## src/pwr_defines.svh

```systemverilog
// constants for the sleep and idle power controller
`ifndef PWR_DEFINES_SVH
`define PWR_DEFINES_SVH
// power-save operand encoding
`define PSAVE_OP_SLEEP 1'h0
`define PSAVE_OP_IDLE 1'h1
// oscillator select codes (current_osc_select / osc_config_field)
`define OSC_FRC 3'h0
`define OSC_EC 3'h1
`define OSC_XT 3'h2
`define OSC_XT_PLL 3'h3
`define OSC_LP 3'h4
// source config: on a power-on wake 2'h0 forces fast rc, otherwise primary from config field
`define OSC_SRC_FRC 2'h0
// timing
`define CLK_PERIOD_NS 4
`define POR_DELAY_NS 10000
`define POR_DELAY_CYC ((`POR_DELAY_NS + `CLK_PERIOD_NS - 1) / `CLK_PERIOD_NS)
`define LOCK_DELAY_CYC_DEF 20'd1000
`define POWER_UP_TIMER_DELAY_CYC_DEF 20'd500000
`define TMR_W 20
`endif

```

## src/pwr_pkg.sv

```systemverilog
// types for the sleep and idle power controller
package pwr_pkg;
  // controller states, one-hot
  typedef enum logic [5:0] {
    ST_RUN = 6'h01,
    ST_IDLE = 6'h02,
    ST_SLEEP = 6'h04,
    ST_WAKE_DLY = 6'h08,
    ST_WAIT_CLK = 6'h10,
    ST_WAKE_DONE = 6'h20
  } pwr_state_t;
  // status flags held for the reset control register
  typedef struct packed {
    logic sleep_flag;
    logic idle_flag;
    logic watchdog_timeout_flag;
  } status_t;
  // wake sources
  typedef struct packed {
    logic irq;
    logic por;
    logic master_clear_pin;
    logic wdt;
  } wake_src_t;
  // clock gating and oscillator controls
  typedef struct packed {
    logic cpu_clk_en;
    logic periph_clk_en;
    logic osc_en;
    logic low_power_rc_oscillator_en;
    logic fail_safe_clock_monitor_active;
  } clk_ctl_t;
  // delay timer state
  typedef struct packed {
    logic [19:0] count;
    logic busy;
  } tmr_state_t;
endpackage

```

## src/pwr_wake_timer.sv

```systemverilog
// down counter that times the wake-up delay
`timescale 1ns/1ps
`include "pwr_defines.svh"
module pwr_wake_timer (
  input wire logic sys_clk_i,
  input wire logic rst_n_i,
  input wire logic load_i,
  input wire logic [`TMR_W-1:0] value_i,
  output logic done_o
);
  // ==========================
  // state
  pwr_pkg::tmr_state_t r;
  pwr_pkg::tmr_state_t next_r;
  // next state: load or count down
  always_comb begin
    next_r = r;
    if (load_i) begin
      next_r.count = value_i;
      next_r.busy = 1'b1;
    end else if (r.busy) begin
      if (r.count <= `TMR_W'h1) begin
        next_r.busy = 1'b0;
        next_r.count = '0;
      end else begin
        next_r.count = r.count - `TMR_W'h1;
      end
    end
  end
  // register
  always_ff @(posedge sys_clk_i or negedge rst_n_i) begin
    if (!rst_n_i) begin
      r <= '0;
    end else begin
      r <= next_r;
    end
  end
  // one-cycle pulse when the count expires; kept off load_i so no comb loop forms
  assign done_o = r.busy && (r.count <= `TMR_W'h1);
endmodule

```

## src/pwr_ctrl.sv

```systemverilog
// sleep and idle power-saving controller
`timescale 1ns/1ps
`include "pwr_defines.svh"
module pwr_ctrl #(
  parameter logic [`TMR_W-1:0] POWER_UP_TIMER_CYC = `POWER_UP_TIMER_DELAY_CYC_DEF,
  parameter logic [`TMR_W-1:0] LOCK_CYC = `LOCK_DELAY_CYC_DEF
) (
  input wire logic sys_clk_i,
  input wire logic rst_n_i,
  input wire logic power_save_instruction_i,
  input wire logic psave_operand_i,
  input wire logic irq_wake_i,
  input wire logic por_i,
  input wire logic master_clear_pin_i,
  input wire logic watchdog_timeout_i,
  input wire logic watchdog_enable_i,
  input wire logic fail_safe_clock_monitor_enable_i,
  input wire logic clk_switch_enable_i,
  input wire logic power_up_timer_enable_i,
  input wire logic [2:0] current_osc_select_i,
  input wire logic [2:0] osc_config_field_i,
  input wire logic [1:0] osc_source_config_i,
  input wire logic lp_run_in_sleep_i,
  input wire logic osc_startup_done_i,
  input wire logic pll_lock_i,
  input wire logic osc_running_i,
  input wire logic [7:0] periph_idle_stop_i,
  input wire logic status_clear_i,
  output logic cpu_clk_en_o,
  output logic [7:0] periph_clk_en_o,
  output logic osc_en_o,
  output logic low_power_rc_oscillator_en_o,
  output logic fail_safe_clock_monitor_active_o,
  output logic [2:0] wake_osc_o,
  output logic clock_fail_trap_o,
  output logic fast_rc_force_o,
  output logic service_irq_o,
  output logic resume_next_o,
  output logic system_reset_o,
  output logic sleep_flag_o,
  output logic idle_flag_o,
  output logic watchdog_timeout_flag_o
);
  // ==========================
  // reset synchroniser
  logic [1:0] rst_sync;
  logic rst_n;
  always_ff @(posedge sys_clk_i or negedge rst_n_i) begin
    if (!rst_n_i) begin
      rst_sync <= 2'h0;
    end else begin
      rst_sync <= {rst_sync[0], 1'b1};
    end
  end
  assign rst_n = rst_sync[1];

  // ==========================
  // state record
  typedef struct packed {
    pwr_pkg::pwr_state_t st;
    pwr_pkg::status_t stat;
    pwr_pkg::clk_ctl_t clk;
    logic [2:0] osc;      // oscillator to restart
    logic irq_pend;       // wake was from an interrupt
    logic trap;
    logic frc_force;
    logic svc;
    logic resume;
    logic sys_rst;
    logic from_sleep;
  } ctl_state_t;
  ctl_state_t r;
  ctl_state_t next_r;

  // timer handshake
  logic tmr_load;
  logic [`TMR_W-1:0] tmr_value;
  logic tmr_done;

  // ==========================
  // helper functions
  // crystal family needs the start-up timer
  function automatic logic is_crystal(input logic [2:0] o);
    is_crystal = (o == `OSC_XT) || (o == `OSC_XT_PLL) || (o == `OSC_LP);
  endfunction
  // oscillator chosen for restart
  function automatic logic [2:0] pick_osc(input logic por, input logic sw,
                                          input logic [2:0] cur, input logic [2:0] cfg,
                                          input logic [1:0] src);
    if (por) begin
      pick_osc = (src == `OSC_SRC_FRC) ? `OSC_FRC : cfg;
    end else if (sw) begin
      pick_osc = cur;
    end else begin
      pick_osc = cfg;
    end
  endfunction

  pwr_pkg::wake_src_t wk;
  logic any_wake;
  logic short_dly;
  logic clk_ok;
  always_comb begin
    wk = '{irq: irq_wake_i, por: por_i, master_clear_pin: master_clear_pin_i, wdt: watchdog_timeout_i};
    any_wake = wk.irq || wk.por || wk.master_clear_pin || (wk.wdt && watchdog_enable_i);
    // clock usable: oscillator running, crystal start-up timer and, with pll, lock
    clk_ok = osc_running_i && (!is_crystal(r.osc) || osc_startup_done_i) &&
             ((r.osc != `OSC_XT_PLL) || pll_lock_i);
  end

  // ==========================
  // next-state logic
  always_comb begin
    next_r = r;
    tmr_load = 1'b0;
    tmr_value = `TMR_W'(`POR_DELAY_CYC);
    short_dly = 1'b0;
    next_r.svc = 1'b0;
    next_r.resume = 1'b0;
    next_r.sys_rst = 1'b0;
    next_r.trap = 1'b0;
    if (status_clear_i) begin
      next_r.stat = '0;
    end
    // watchdog timeout in run mode resets the device
    if (r.st == pwr_pkg::ST_RUN && watchdog_enable_i && wk.wdt) begin
      next_r.sys_rst = 1'b1;
      next_r.stat.watchdog_timeout_flag = 1'b1;
    end
    unique case (r.st)
      pwr_pkg::ST_RUN: begin
        next_r.clk = '{cpu_clk_en: 1'b1, periph_clk_en: 1'b1, osc_en: 1'b1,
                       low_power_rc_oscillator_en: watchdog_enable_i, fail_safe_clock_monitor_active: fail_safe_clock_monitor_enable_i};
        if (power_save_instruction_i) begin
          next_r.frc_force = 1'b0;
          next_r.osc = clk_switch_enable_i ? current_osc_select_i : osc_config_field_i;
          if (psave_operand_i == `PSAVE_OP_SLEEP) begin
            next_r.st = pwr_pkg::ST_SLEEP;
            // cpu and peripheral clocks stop; osc kept only for lp with lp_run_in_sleep_i; low_power_rc_oscillator only for the watchdog
            next_r.clk = '{cpu_clk_en: 1'b0, periph_clk_en: 1'b0,
                           osc_en: lp_run_in_sleep_i && current_osc_select_i == `OSC_LP,
                           low_power_rc_oscillator_en: watchdog_enable_i, fail_safe_clock_monitor_active: 1'b0};
          end else begin
            next_r.st = pwr_pkg::ST_IDLE;
            next_r.clk = '{cpu_clk_en: 1'b0, periph_clk_en: 1'b1, osc_en: 1'b1,
                           low_power_rc_oscillator_en: watchdog_enable_i || fail_safe_clock_monitor_enable_i,
                           fail_safe_clock_monitor_active: fail_safe_clock_monitor_enable_i};
          end
        end
      end
      pwr_pkg::ST_IDLE: begin
        if (any_wake) begin
          next_r.st = pwr_pkg::ST_RUN;
          next_r.clk.cpu_clk_en = 1'b1;
          next_r.resume = !wk.irq;
          next_r.svc = wk.irq;
          if (wk.por) begin
            next_r.stat = '0;
          end else begin
            next_r.stat.idle_flag = 1'b1;
            if (wk.wdt && watchdog_enable_i) begin
              next_r.stat.watchdog_timeout_flag = 1'b1;
            end
          end
          next_r.sys_rst = wk.por || wk.master_clear_pin;
        end
      end
      pwr_pkg::ST_SLEEP: begin
        if (any_wake) begin
          next_r.osc = pick_osc(wk.por, clk_switch_enable_i, r.osc,
                                osc_config_field_i, osc_source_config_i);
          // short path: external, fast rc, or lp kept alive in sleep
          short_dly = (next_r.osc == `OSC_EC) || (next_r.osc == `OSC_FRC) ||
                      ((next_r.osc == `OSC_LP) && lp_run_in_sleep_i);
          next_r.irq_pend = wk.irq && !wk.por && !wk.master_clear_pin;
          next_r.sys_rst = wk.por || wk.master_clear_pin;
          next_r.from_sleep = 1'b1;
          if (wk.por) begin
            next_r.stat = '0;
          end else begin
            next_r.stat.sleep_flag = 1'b1;
            if (wk.wdt && watchdog_enable_i) begin
              next_r.stat.watchdog_timeout_flag = 1'b1;
            end
          end
          next_r.clk.osc_en = 1'b1;
          next_r.st = pwr_pkg::ST_WAKE_DLY;
          tmr_load = 1'b1;
          if (short_dly) begin
            tmr_value = `TMR_W'(`POR_DELAY_CYC);
          end else begin
            // power-on, lock and power-up delays together
            tmr_value = `TMR_W'(`POR_DELAY_CYC) + (power_up_timer_enable_i ? POWER_UP_TIMER_CYC : '0) +
                        ((next_r.osc == `OSC_XT_PLL) ? LOCK_CYC : '0);
          end
        end
      end
      pwr_pkg::ST_WAKE_DLY: begin
        if (tmr_done) begin
          next_r.st = pwr_pkg::ST_WAIT_CLK;
        end
      end
      pwr_pkg::ST_WAIT_CLK: begin
        if (clk_ok) begin
          next_r.st = pwr_pkg::ST_WAKE_DONE;
        end else if (fail_safe_clock_monitor_enable_i) begin
          next_r.trap = 1'b1;
          next_r.frc_force = 1'b1;
          next_r.osc = `OSC_FRC;
          next_r.st = pwr_pkg::ST_WAKE_DONE;
        end
        // otherwise stall here until the clock is stable
      end
      pwr_pkg::ST_WAKE_DONE: begin
        next_r.clk = '{cpu_clk_en: 1'b1, periph_clk_en: 1'b1, osc_en: 1'b1,
                       low_power_rc_oscillator_en: watchdog_enable_i, fail_safe_clock_monitor_active: fail_safe_clock_monitor_enable_i};
        next_r.svc = r.irq_pend;
        next_r.resume = !r.irq_pend;
        next_r.irq_pend = 1'b0;
        next_r.from_sleep = 1'b0;
        next_r.st = pwr_pkg::ST_RUN;
      end
      default: begin
        next_r.st = pwr_pkg::ST_RUN;
      end
    endcase
  end

  // ==========================
  // state register
  always_ff @(posedge sys_clk_i or negedge rst_n) begin
    if (!rst_n) begin
      r <= '{st: pwr_pkg::ST_RUN, stat: '0,
             clk: '{cpu_clk_en: 1'b1, periph_clk_en: 1'b1, osc_en: 1'b1,
                    low_power_rc_oscillator_en: 1'b0, fail_safe_clock_monitor_active: 1'b0},
             osc: `OSC_FRC, default: '0};
    end else begin
      r <= next_r;
    end
  end

  // ==========================
  // wake delay timer
  pwr_wake_timer u_timer (
    .sys_clk_i(sys_clk_i),
    .rst_n_i(rst_n),
    .load_i(tmr_load),
    .value_i(tmr_value),
    .done_o(tmr_done)
  );

  // ==========================
  // outputs
  assign cpu_clk_en_o = r.clk.cpu_clk_en;
  // per-module idle stop bits gate peripherals
  assign periph_clk_en_o = {8{r.clk.periph_clk_en}} &
                           ~((r.st == pwr_pkg::ST_IDLE) ? periph_idle_stop_i : 8'h00);
  assign osc_en_o = r.clk.osc_en;
  assign low_power_rc_oscillator_en_o = r.clk.low_power_rc_oscillator_en;
  assign fail_safe_clock_monitor_active_o = r.clk.fail_safe_clock_monitor_active;
  assign wake_osc_o = r.osc;
  assign clock_fail_trap_o = r.trap;
  assign fast_rc_force_o = r.frc_force;
  assign service_irq_o = r.svc;
  assign resume_next_o = r.resume;
  assign system_reset_o = r.sys_rst;
  assign sleep_flag_o = r.stat.sleep_flag;
  assign idle_flag_o = r.stat.idle_flag;
  assign watchdog_timeout_flag_o = r.stat.watchdog_timeout_flag;

  // ==========================
  // checks
  sleep_clk_off_a: assert property (@(posedge sys_clk_i) disable iff (!rst_n)
    r.st == pwr_pkg::ST_SLEEP |-> !cpu_clk_en_o && periph_clk_en_o == 8'h00)
    else $error("clocks running in sleep");
  idle_cpu_off_a: assert property (@(posedge sys_clk_i) disable iff (!rst_n)
    r.st == pwr_pkg::ST_IDLE |-> !cpu_clk_en_o && osc_en_o)
    else $error("idle clock gating wrong");
  sleep_fail_safe_clock_monitor_off_a: assert property (@(posedge sys_clk_i) disable iff (!rst_n)
    r.st == pwr_pkg::ST_SLEEP |-> !fail_safe_clock_monitor_active_o)
    else $error("monitor active in sleep");
  idle_wake_fast_a: assert property (@(posedge sys_clk_i) disable iff (!rst_n)
    r.st == pwr_pkg::ST_IDLE && irq_wake_i |=> cpu_clk_en_o && service_irq_o)
    else $error("idle wake not immediate");
  sleep_wdt_flag_a: assert property (@(posedge sys_clk_i) disable iff (!rst_n)
    r.st == pwr_pkg::ST_SLEEP && watchdog_timeout_i && watchdog_enable_i && !por_i && !master_clear_pin_i
    |=> sleep_flag_o && watchdog_timeout_flag_o && !system_reset_o)
    else $error("watchdog sleep wake flags wrong");
  por_clear_a: assert property (@(posedge sys_clk_i) disable iff (!rst_n)
    (r.st == pwr_pkg::ST_SLEEP || r.st == pwr_pkg::ST_IDLE) && por_i
    |=> !sleep_flag_o && !idle_flag_o)
    else $error("power-on wake did not clear flags");
  wake_stall_a: assert property (@(posedge sys_clk_i) disable iff (!rst_n)
    r.st == pwr_pkg::ST_WAIT_CLK && !clk_ok && !fail_safe_clock_monitor_enable_i |=> !cpu_clk_en_o)
    else $error("ran without stable clock");
  idle_flag_set_a: assert property (@(posedge sys_clk_i) disable iff (!rst_n)
    r.st == pwr_pkg::ST_IDLE && irq_wake_i && !por_i && !status_clear_i |=> idle_flag_o)
    else $error("idle flag not set");
endmodule

```

## config.mk

```make
export PLATFORM = sky130hd
export DESIGN_NAME = pwr_ctrl
export DESIGN_NICKNAME = d
export VERILOG_FILES = /design/src/pwr_pkg.sv /design/src/pwr_wake_timer.sv /design/src/pwr_ctrl.sv
export VERILOG_INCLUDE_DIRS = /design/src
export SDC_FILE = /design/constraint.sdc
export NUM_CORES = 1
export LEC_CHECK = 0
export CAP_MARGIN = 20
export CORE_MARGIN = 1.5
export CORE_UTILIZATION = 55
export CTS_BUF_LIST = sky130_fd_sc_hd__clkbuf_4 sky130_fd_sc_hd__clkbuf_8
export CTS_CLUSTER_SIZE = 8
export DETAILED_ROUTE_END_ITERATION = 8
export DONT_BUFFER_PORTS = 1
export GPL_TIMING_DRIVEN = 0
export PLACE_DENSITY = 0.69
export SYNTH_ARGS = -nofsm -noshare
export SYNTH_HDL_FRONTEND = slang
export SYNTH_SLANG_ARGS = --single-unit
```

## constraint.sdc

```tcl
create_clock -name sys_clk_i -period 2.2 [get_ports sys_clk_i]
set_input_delay 0.66 -clock sys_clk_i [delete_from_list [all_inputs] [get_ports sys_clk_i]]
set_output_delay 0.66 -clock sys_clk_i [all_outputs]
set_load 0.02 [all_outputs]
```

==> results.json, run 1 <==
{
  "die_x_um": 73.3,
  "place_area_sq_um": 2840,
  "worst_slew_pin_slew_ns": 0.569,
  "yosysTopAreaCell": "dfrtp_1",
  "synth_top_area_share_pct": 38.7,
  "pwr-share-comb_pct": 41.9,
  "cap_violations": 0,
  "groute.usage.overall_pct": 24.7,
  "power.leakage_nw": 1.46,
  "internal_power_mw": 2.11,
  "timing.final.crit_period_ns": 2.28,
  "area_delta_synth_final_pct": 20.9,
  "slew_violations": 0,
  "dieArea_sq_um": 5370,
  "fin_nets": 358,
  "cp-end-kind": "output port",
  "stdcell_count": 387,
  "dp_hpwl_um": 4600,
  "antenna_found_initial": 0,
  "hold_class": "in -> async",
  "synthCells": 293,
  "finalWorstSetupSlack_ns": -0.0768,
  "seq_area_frac_synth_pct": 42.6,
  "detail_route.wl_per_cell_um": 18.2,
  "final.setup.tns_ns": -0.190,
  "totalWireLength_um": 7040,
  "syn_nets": 332,
  "ir_worst_vdd_mv": 0.454,
  "grt_pass1_wl_um": 10200,
  "failed_checks": "negative setup slack",
  "powerDensity_nw_per_um2": 1110,
  "first_iter_violations": 147,
  "swShare_pct": 42.0,
  "synth-edff-count": 0,
  "diodes": 0,
  "clockRootBuffer": "clkbuf_8",
  "cts_tree": "done",
  "num_rows": 25,
  "setup_viol_count_final": 5,
  "gp_congestion": 0.874,
  "criticalPathCategory": "reg -> out",
  "rr_worst_depth": 6,
  "synth_area_sq_um": 2720,
  "dp.cells": 361,
  "die_h_um": 73.3,
  "multi_input_area_sq_um": 1660,
  "synth_cell_types": 60,
  "vias_per_cell": 6.22,
  "clkTransAtPathRegs_ns": 0.08,
  "clockPowerShare_pct": 15.1,
  "drive_gt1_share_pct": 25.0,
  "finalCritPeriodShare_pct": 103,
  "num_vias": 2408,
  "status": "finished, violations left",
  "cts.sinks": 46,
  "ant_nets": 0,
  "crit_required_ns": 1.54,
  "grt_pass1_vias": 2116,
  "ys_top_cells_by_count": "42 x dfrtp_1, 26 x nand2_1, 21 x nor2_1, 19 x o21ai_0, 16 x nand3_1",
  "synth-async-reset-ratio_pct": 100,
  "cts_buffers": 5,
  "grt_max_degree": 30,
  "ys_top_cells_by_area": "dfrtp_1 39%, dfstp_2 3.9%, nand2_1 3.6%",
  "syn_avg_cell_area_sq_um": 9.27,
  "rr_endpoint": "wake_osc_o[1]",
  "synth_ff_type": "dfrtp_1",
  "drtPass1Iterations": 4,
  "coreArea_sq_um": 4750,
  "portBuffers": 0,
  "drc_errors": 0,
  "cts_hold_buf": 0,
  "clock.fmax_ghz": 0.439,
  "relSlewSlack_pct": 62.0,
  "clk_latency_ns": 0.30,
  "cp-start-kind": "flop",
  "rsz0062_at_grt": "yes",
  "path_max_fanout": 5,
  "startpoint": "r[18]",
  "final.setup_skew_ns": 0.00679,
  "htreeDepth": 2,
  "arrival_ns": 1.62,
  "ff_latch_area_sq_um": 1160,
  "p_switching_mw": 1.53,
  "ff2ff_setup_slack_ns": -0.04,
  "yosysWarnings": 0,
  "p_seq_share_pct": 43.0,
  "ios": 56,
  "fin_area_sq_um": 3280,
  "n_fill_cell": 387,
  "grt_overflow": 0,
  "post-synth-top-count-cell": "dfrtp_1",
  "hold_viol_final": 0,
  "synth-seq-cells": 46,
  "start_util_pct": 57.1,
  "clockBufferDepth": 2,
  "r2r_start": "r[19]"
}
## per-stage QoR
stage	setup slack (ns)	total power, mW	hold slack, ns	utilization (%)
3_5_place_dp	-0.260	2.72	0.204	59.6
2_1_floorplan	-0.00955	2.46	0.331	-
5_1_grt	-0.146	3.88	0.0334	69.1
4_1_cts	-0.0712	3.40	0.0365	63.9
6_report	-0.0768	3.64	0.0407	69.1
3_3_place_gp	-0.264	2.68	0.343	59.2
## flip-flops by register name (all words and copies together) (netlist names)
register / cells
u_timer.r: 21
r: 8
wake_osc_o: 3
rst_sync: 2
clock_fail_trap_o: 1
cpu_clk_en_o: 1
fail_safe_clock_monitor_active_o: 1
fast_rc_force_o: 1
idle_flag_o: 1
low_power_rc_oscillator_en_o: 1
osc_en_o: 1
resume_next_o: 1
service_irq_o: 1
sleep_flag_o: 1
system_reset_o: 1
watchdog_timeout_flag_o: 1
## cells by family after synthesis
family,share of synthesized area [%]
AOI/OAI and AO/OA,23.0
and+or+nand+nor,21.6
DFF,42.6
other,0.138
xor gates and xnor gates,0.645
muxes,4.56
adders and majority gates,2.76
buffers and inverters,4.70
## cells in the final DEF, fill, tap and decap left out, drive strengths merged, types with 2 or more instances in the layout
cell    count
nand2b      5
mux2        3
a32o        3
or2         2
nor4        5
or3         2
o22ai       7
o21ai      25
nor3       12
dfstp       4
ha          6
and4b       3
dfrtp      42
nor2b       4
nor2       22
xnor2       2
nand4b      2
buf        26
a21boi      8
a22oi       3
a21oi      15
o21bai      2
or4         3
clkbuf     11
mux2i       9
nor3b       2
inv        13
nand2      26
nand3      16
a221o       2
o21a        2
nand3b      3
o22a        5
a31oi       5
o41ai       3
## layer usage
| metal | share of wire (%) | track usage (%) |
|---|---|---|
| met4 | 0.88 | 6.50 |
| met2 | 51 | 39.3 |
| met3 | 4.6 | 5.08 |
| met1 | 44 | 34.3 |
| met5 | 0 | 0 |
## how the worst max path moves through the flow
stage                               to  slack (ns)  cells past startpoint
finish              periph_clk_en_o[3]       -0.08                      2
global route        periph_clk_en_o[3]       -0.15                      2
global placement         u_timer.r[16]       -0.26                      6
detailed placement       u_timer.r[16]       -0.26                      6
CTS                 periph_clk_en_o[4]       -0.07                      2
floorplan                u_timer.r[11]       -0.01                     10
## worst max-delay path, stage by stage (launching register included)
cell and delay, ns:
dfstp_2 0.56, and4b_2 0.29, a21boi_1 0.46
## power groups by stage
stage	clock network (mW)	registers (mW)	logic [mW]
final	0.551	1.56	1.52
after global routing	0.589	1.61	1.68
after CTS	0.557	1.52	1.32
after detailed placement	0	1.51	1.20
after global placement	0	1.51	1.17
after floorplan	0	1.45	1.01
## final cells by class
cell class	instances	area share (%)
multi-input combinational	223	50.6
sequential	46	35.3
timing repair buffer	19	4.84
clock buffer	7	2.74
tap	67	2.55
buffer	11	2.36
inverter	13	1.49
clock inverter	1	0.152
## what timing repair did
| item | in CTS | in global routing |
|---|---|---|
| gates resized for setup | 23 | 34 |
| endpoints found under the hold margin | 0 | 0 |
| cloned | 0 | 2 |
| setup buffers | 5 | 13 |
| setup endpoints to repair | 30 | 31 |
| pin swaps | 3 | 8 |
No activity file was read; power rests on OpenSTA's default activity.
==> inputs of run 2 (changes only) <==
--- a/config.mk
+++ b/config.mk
@@ -8,13 +8,15 @@
 export LEC_CHECK = 0
 export CAP_MARGIN = 20
 export CORE_MARGIN = 1.5
-export CORE_UTILIZATION = 55
+export CORE_UTILIZATION = 40
 export CTS_BUF_LIST = sky130_fd_sc_hd__clkbuf_4 sky130_fd_sc_hd__clkbuf_8
+export CTS_CLUSTER_DIAMETER = 100
 export CTS_CLUSTER_SIZE = 8
 export DETAILED_ROUTE_END_ITERATION = 8
 export DONT_BUFFER_PORTS = 1
 export GPL_TIMING_DRIVEN = 0
-export PLACE_DENSITY = 0.69
+export PLACE_DENSITY = 0.53
+export SKIP_LAST_GASP = 1
 export SYNTH_ARGS = -nofsm -noshare
 export SYNTH_HDL_FRONTEND = slang
 export SYNTH_SLANG_ARGS = --single-unit
==> run 2 against run 1 <==
Register-to-register slack better by 0.12 ns. The run ends with design-rule violations left. Largest power group unchanged. Highest routed layer unchanged. Clock-buffer cell count shrank 2. Worst setup slack better by 0.11 ns.
==> results.json, run 2 (synthesized netlist as in run 1, its figures left out) <==
{
  "failed_checks": "design-rule violations",
  "first_iter_violations": 121,
  "detail_route.wl_per_cell_um": 17.6,
  "criticalPathCategory": "reg -> out",
  "dieArea_sq_um": 7290,
  "clockRootBuffer": "clkbuf_8",
  "crit_required_ns": 1.54,
  "cp-end-kind": "output port",
  "cts_buffers": 5,
  "drtPass1Iterations": 8,
  "powerDensity_nw_per_um2": 1160,
  "place_ws_ns": -0.298,
  "ff_latch_area_sq_um": 1160,
  "cts.sinks": 46,
  "path_max_fanout": 10,
  "coreArea_sq_um": 6460,
  "slew_violations": 0,
  "cts_tree": "done",
  "groute.usage.overall_pct": 19.9,
  "grt_overflow": 0,
  "gp_congestion": 0.797,
  "num_vias": 2357,
  "fin_nets": 354,
  "totalWireLength_um": 6920,
  "grt_pass1_wl_um": 11600,
  "area_delta_synth_final_pct": 22.1,
  "clkTransAtPathRegs_ns": 0.10,
  "power.leakage_nw": 1.48,
  "diodes": 0,
  "final_cell_mix": "38 x dfrtp_1, 25 x nand2_1, 19 x buf_4, 18 x nor2_1",
  "clk_latency_ns": 0.31,
  "timing.final.crit_period_ns": 2.17,
  "clockBufferDepth": 2,
  "cap_violations": 0,
  "dp_hpwl_um": 4890,
  "finalWorstSetupSlack_ns": 0.0298,
  "hold_viol_final": 0,
  "grt_pass1_vias": 2315,
  "gr-usage-met1_pct": 25.2,
  "htreeDepth": 2,
  "vias_per_cell": 6.00,
  "arrival_ns": 1.51,
  "hold_class": "in -> async",
  "cp-start-kind": "flop",
  "status": "finished, violations left",
  "portBuffers": 0,
  "use_met3_pct": 3.89,
  "largest_reg_flops": 21,
  "drive_gt1_share_pct": 25.0,
  "multi_input_area_sq_um": 1650,
  "finish.utilization_pct": 51.4,
  "top_register": "u_timer.r",
  "die_x_um": 85.4,
  "worst_slew_pin_slew_ns": 0.526,
  "grt_max_degree": 36,
  "antenna_found_initial": 0,
  "ios": 56,
  "cts_hold_buf": 0,
  "num_rows": 29,
  "rsz0062_at_grt": "yes",
  "drc_errors": 7,
  "finalCritPeriodShare_pct": 98.6,
  "clock.fmax_ghz": 0.461,
  "layout_commonest_cell": "dfrtp_1",
  "start_util_pct": 42.1,
  "n_fill_cell": 611,
  "grt_busiest_layer": "met2",
  "ant_nets": 0,
  "setup_viol_count_final": 0,
  "die_h_um": 85.4,
  "final.setup_skew_ns": 0.0115,
  "use_met2_pct": 34.8,
  "relSlewSlack_pct": 64.9,
  "ir_worst_vdd_mv": 0.432
}
[run 2: worst max-delay path: stages (launching register included)]
cell,delay [ns]
dfstp_2,0.57
and4b_1,0.25
buf_12,0.17
a21boi_4,0.21
[run 2: final timing paths]
kind	slack [ns]	endpoint	cells past startpoint	startpoint
max	0.03	periph_clk_en_o[1]	3	r[18]
min	0.04	rst_sync[1]	0	rst_n_i
max reg2reg	0.08	wake_osc_o[0]	5	r[18]
min reg2reg	0.13	u_timer.r[16]	0	rst_sync[1]
max in group asynchronous	1.54	osc_en_o	1	rst_sync[1]
min in group sys_clk_i	0.36	rst_sync[1]	0	rst_sync[0]
[run 2: per-stage QoR]
| stage | std cells | total power [mW] | hold slack (ns) | cell area (sq um) | TNS (ns) |
|---|---|---|---|---|---|
| final | 393 | 3.86 | 0.0432 | 3320 | 0 |
| after global routing | 393 | 4.12 | 0.0215 | 3320 | -0.180 |
| after CTS | 390 | 3.74 | 0.0288 | 3230 | 0 |
| after global placement | 370 | 2.72 | 0.336 | 2830 | -4.90 |
| after floorplan | 293 | 2.46 | 0.331 | 2730 | -0.00955 |
| after detailed placement | 372 | 2.74 | 0.139 | 2850 | -4.42 |
[run 2: routing by layer]
metal | vias up | wire (um)
li1 | 1137 | -
met1 | 1165 | 3080
met2 | 48 | 3480
met3 | 7 | 281
met4 | 0 | 75
met5 | - | 0
[run 2: power by group]
| group | total [mW] | internal [mW] | switching (mW) |
|---|---|---|---|
| clock | 0.762 | 0.455 | 0.306 |
| combinational | 1.54 | 0.738 | 0.798 |
| sequential | 1.56 | 1.14 | 0.421 |
| total | 3.86 | 2.34 | 1.53 |
[run 2: repair_timing]
item / CTS / global route
pin swaps: 11 / 6
setup endpoints to repair: 33 / 29
setup buffers: 11 / 4
resized for setup: 39 / 23
[run 2: final cells by class]
type | instances | area share, %
Buffer | 11 | 2.60
Clock buffer | 5 | 2.07
Clock inverter | 3 | 2.07
Inverter | 13 | 1.47
Multi-Input combinational cell | 221 | 49.7
Sequential cell | 46 | 35.0
Tap cell | 77 | 2.90
Timing Repair Buffer | 17 | 4.15
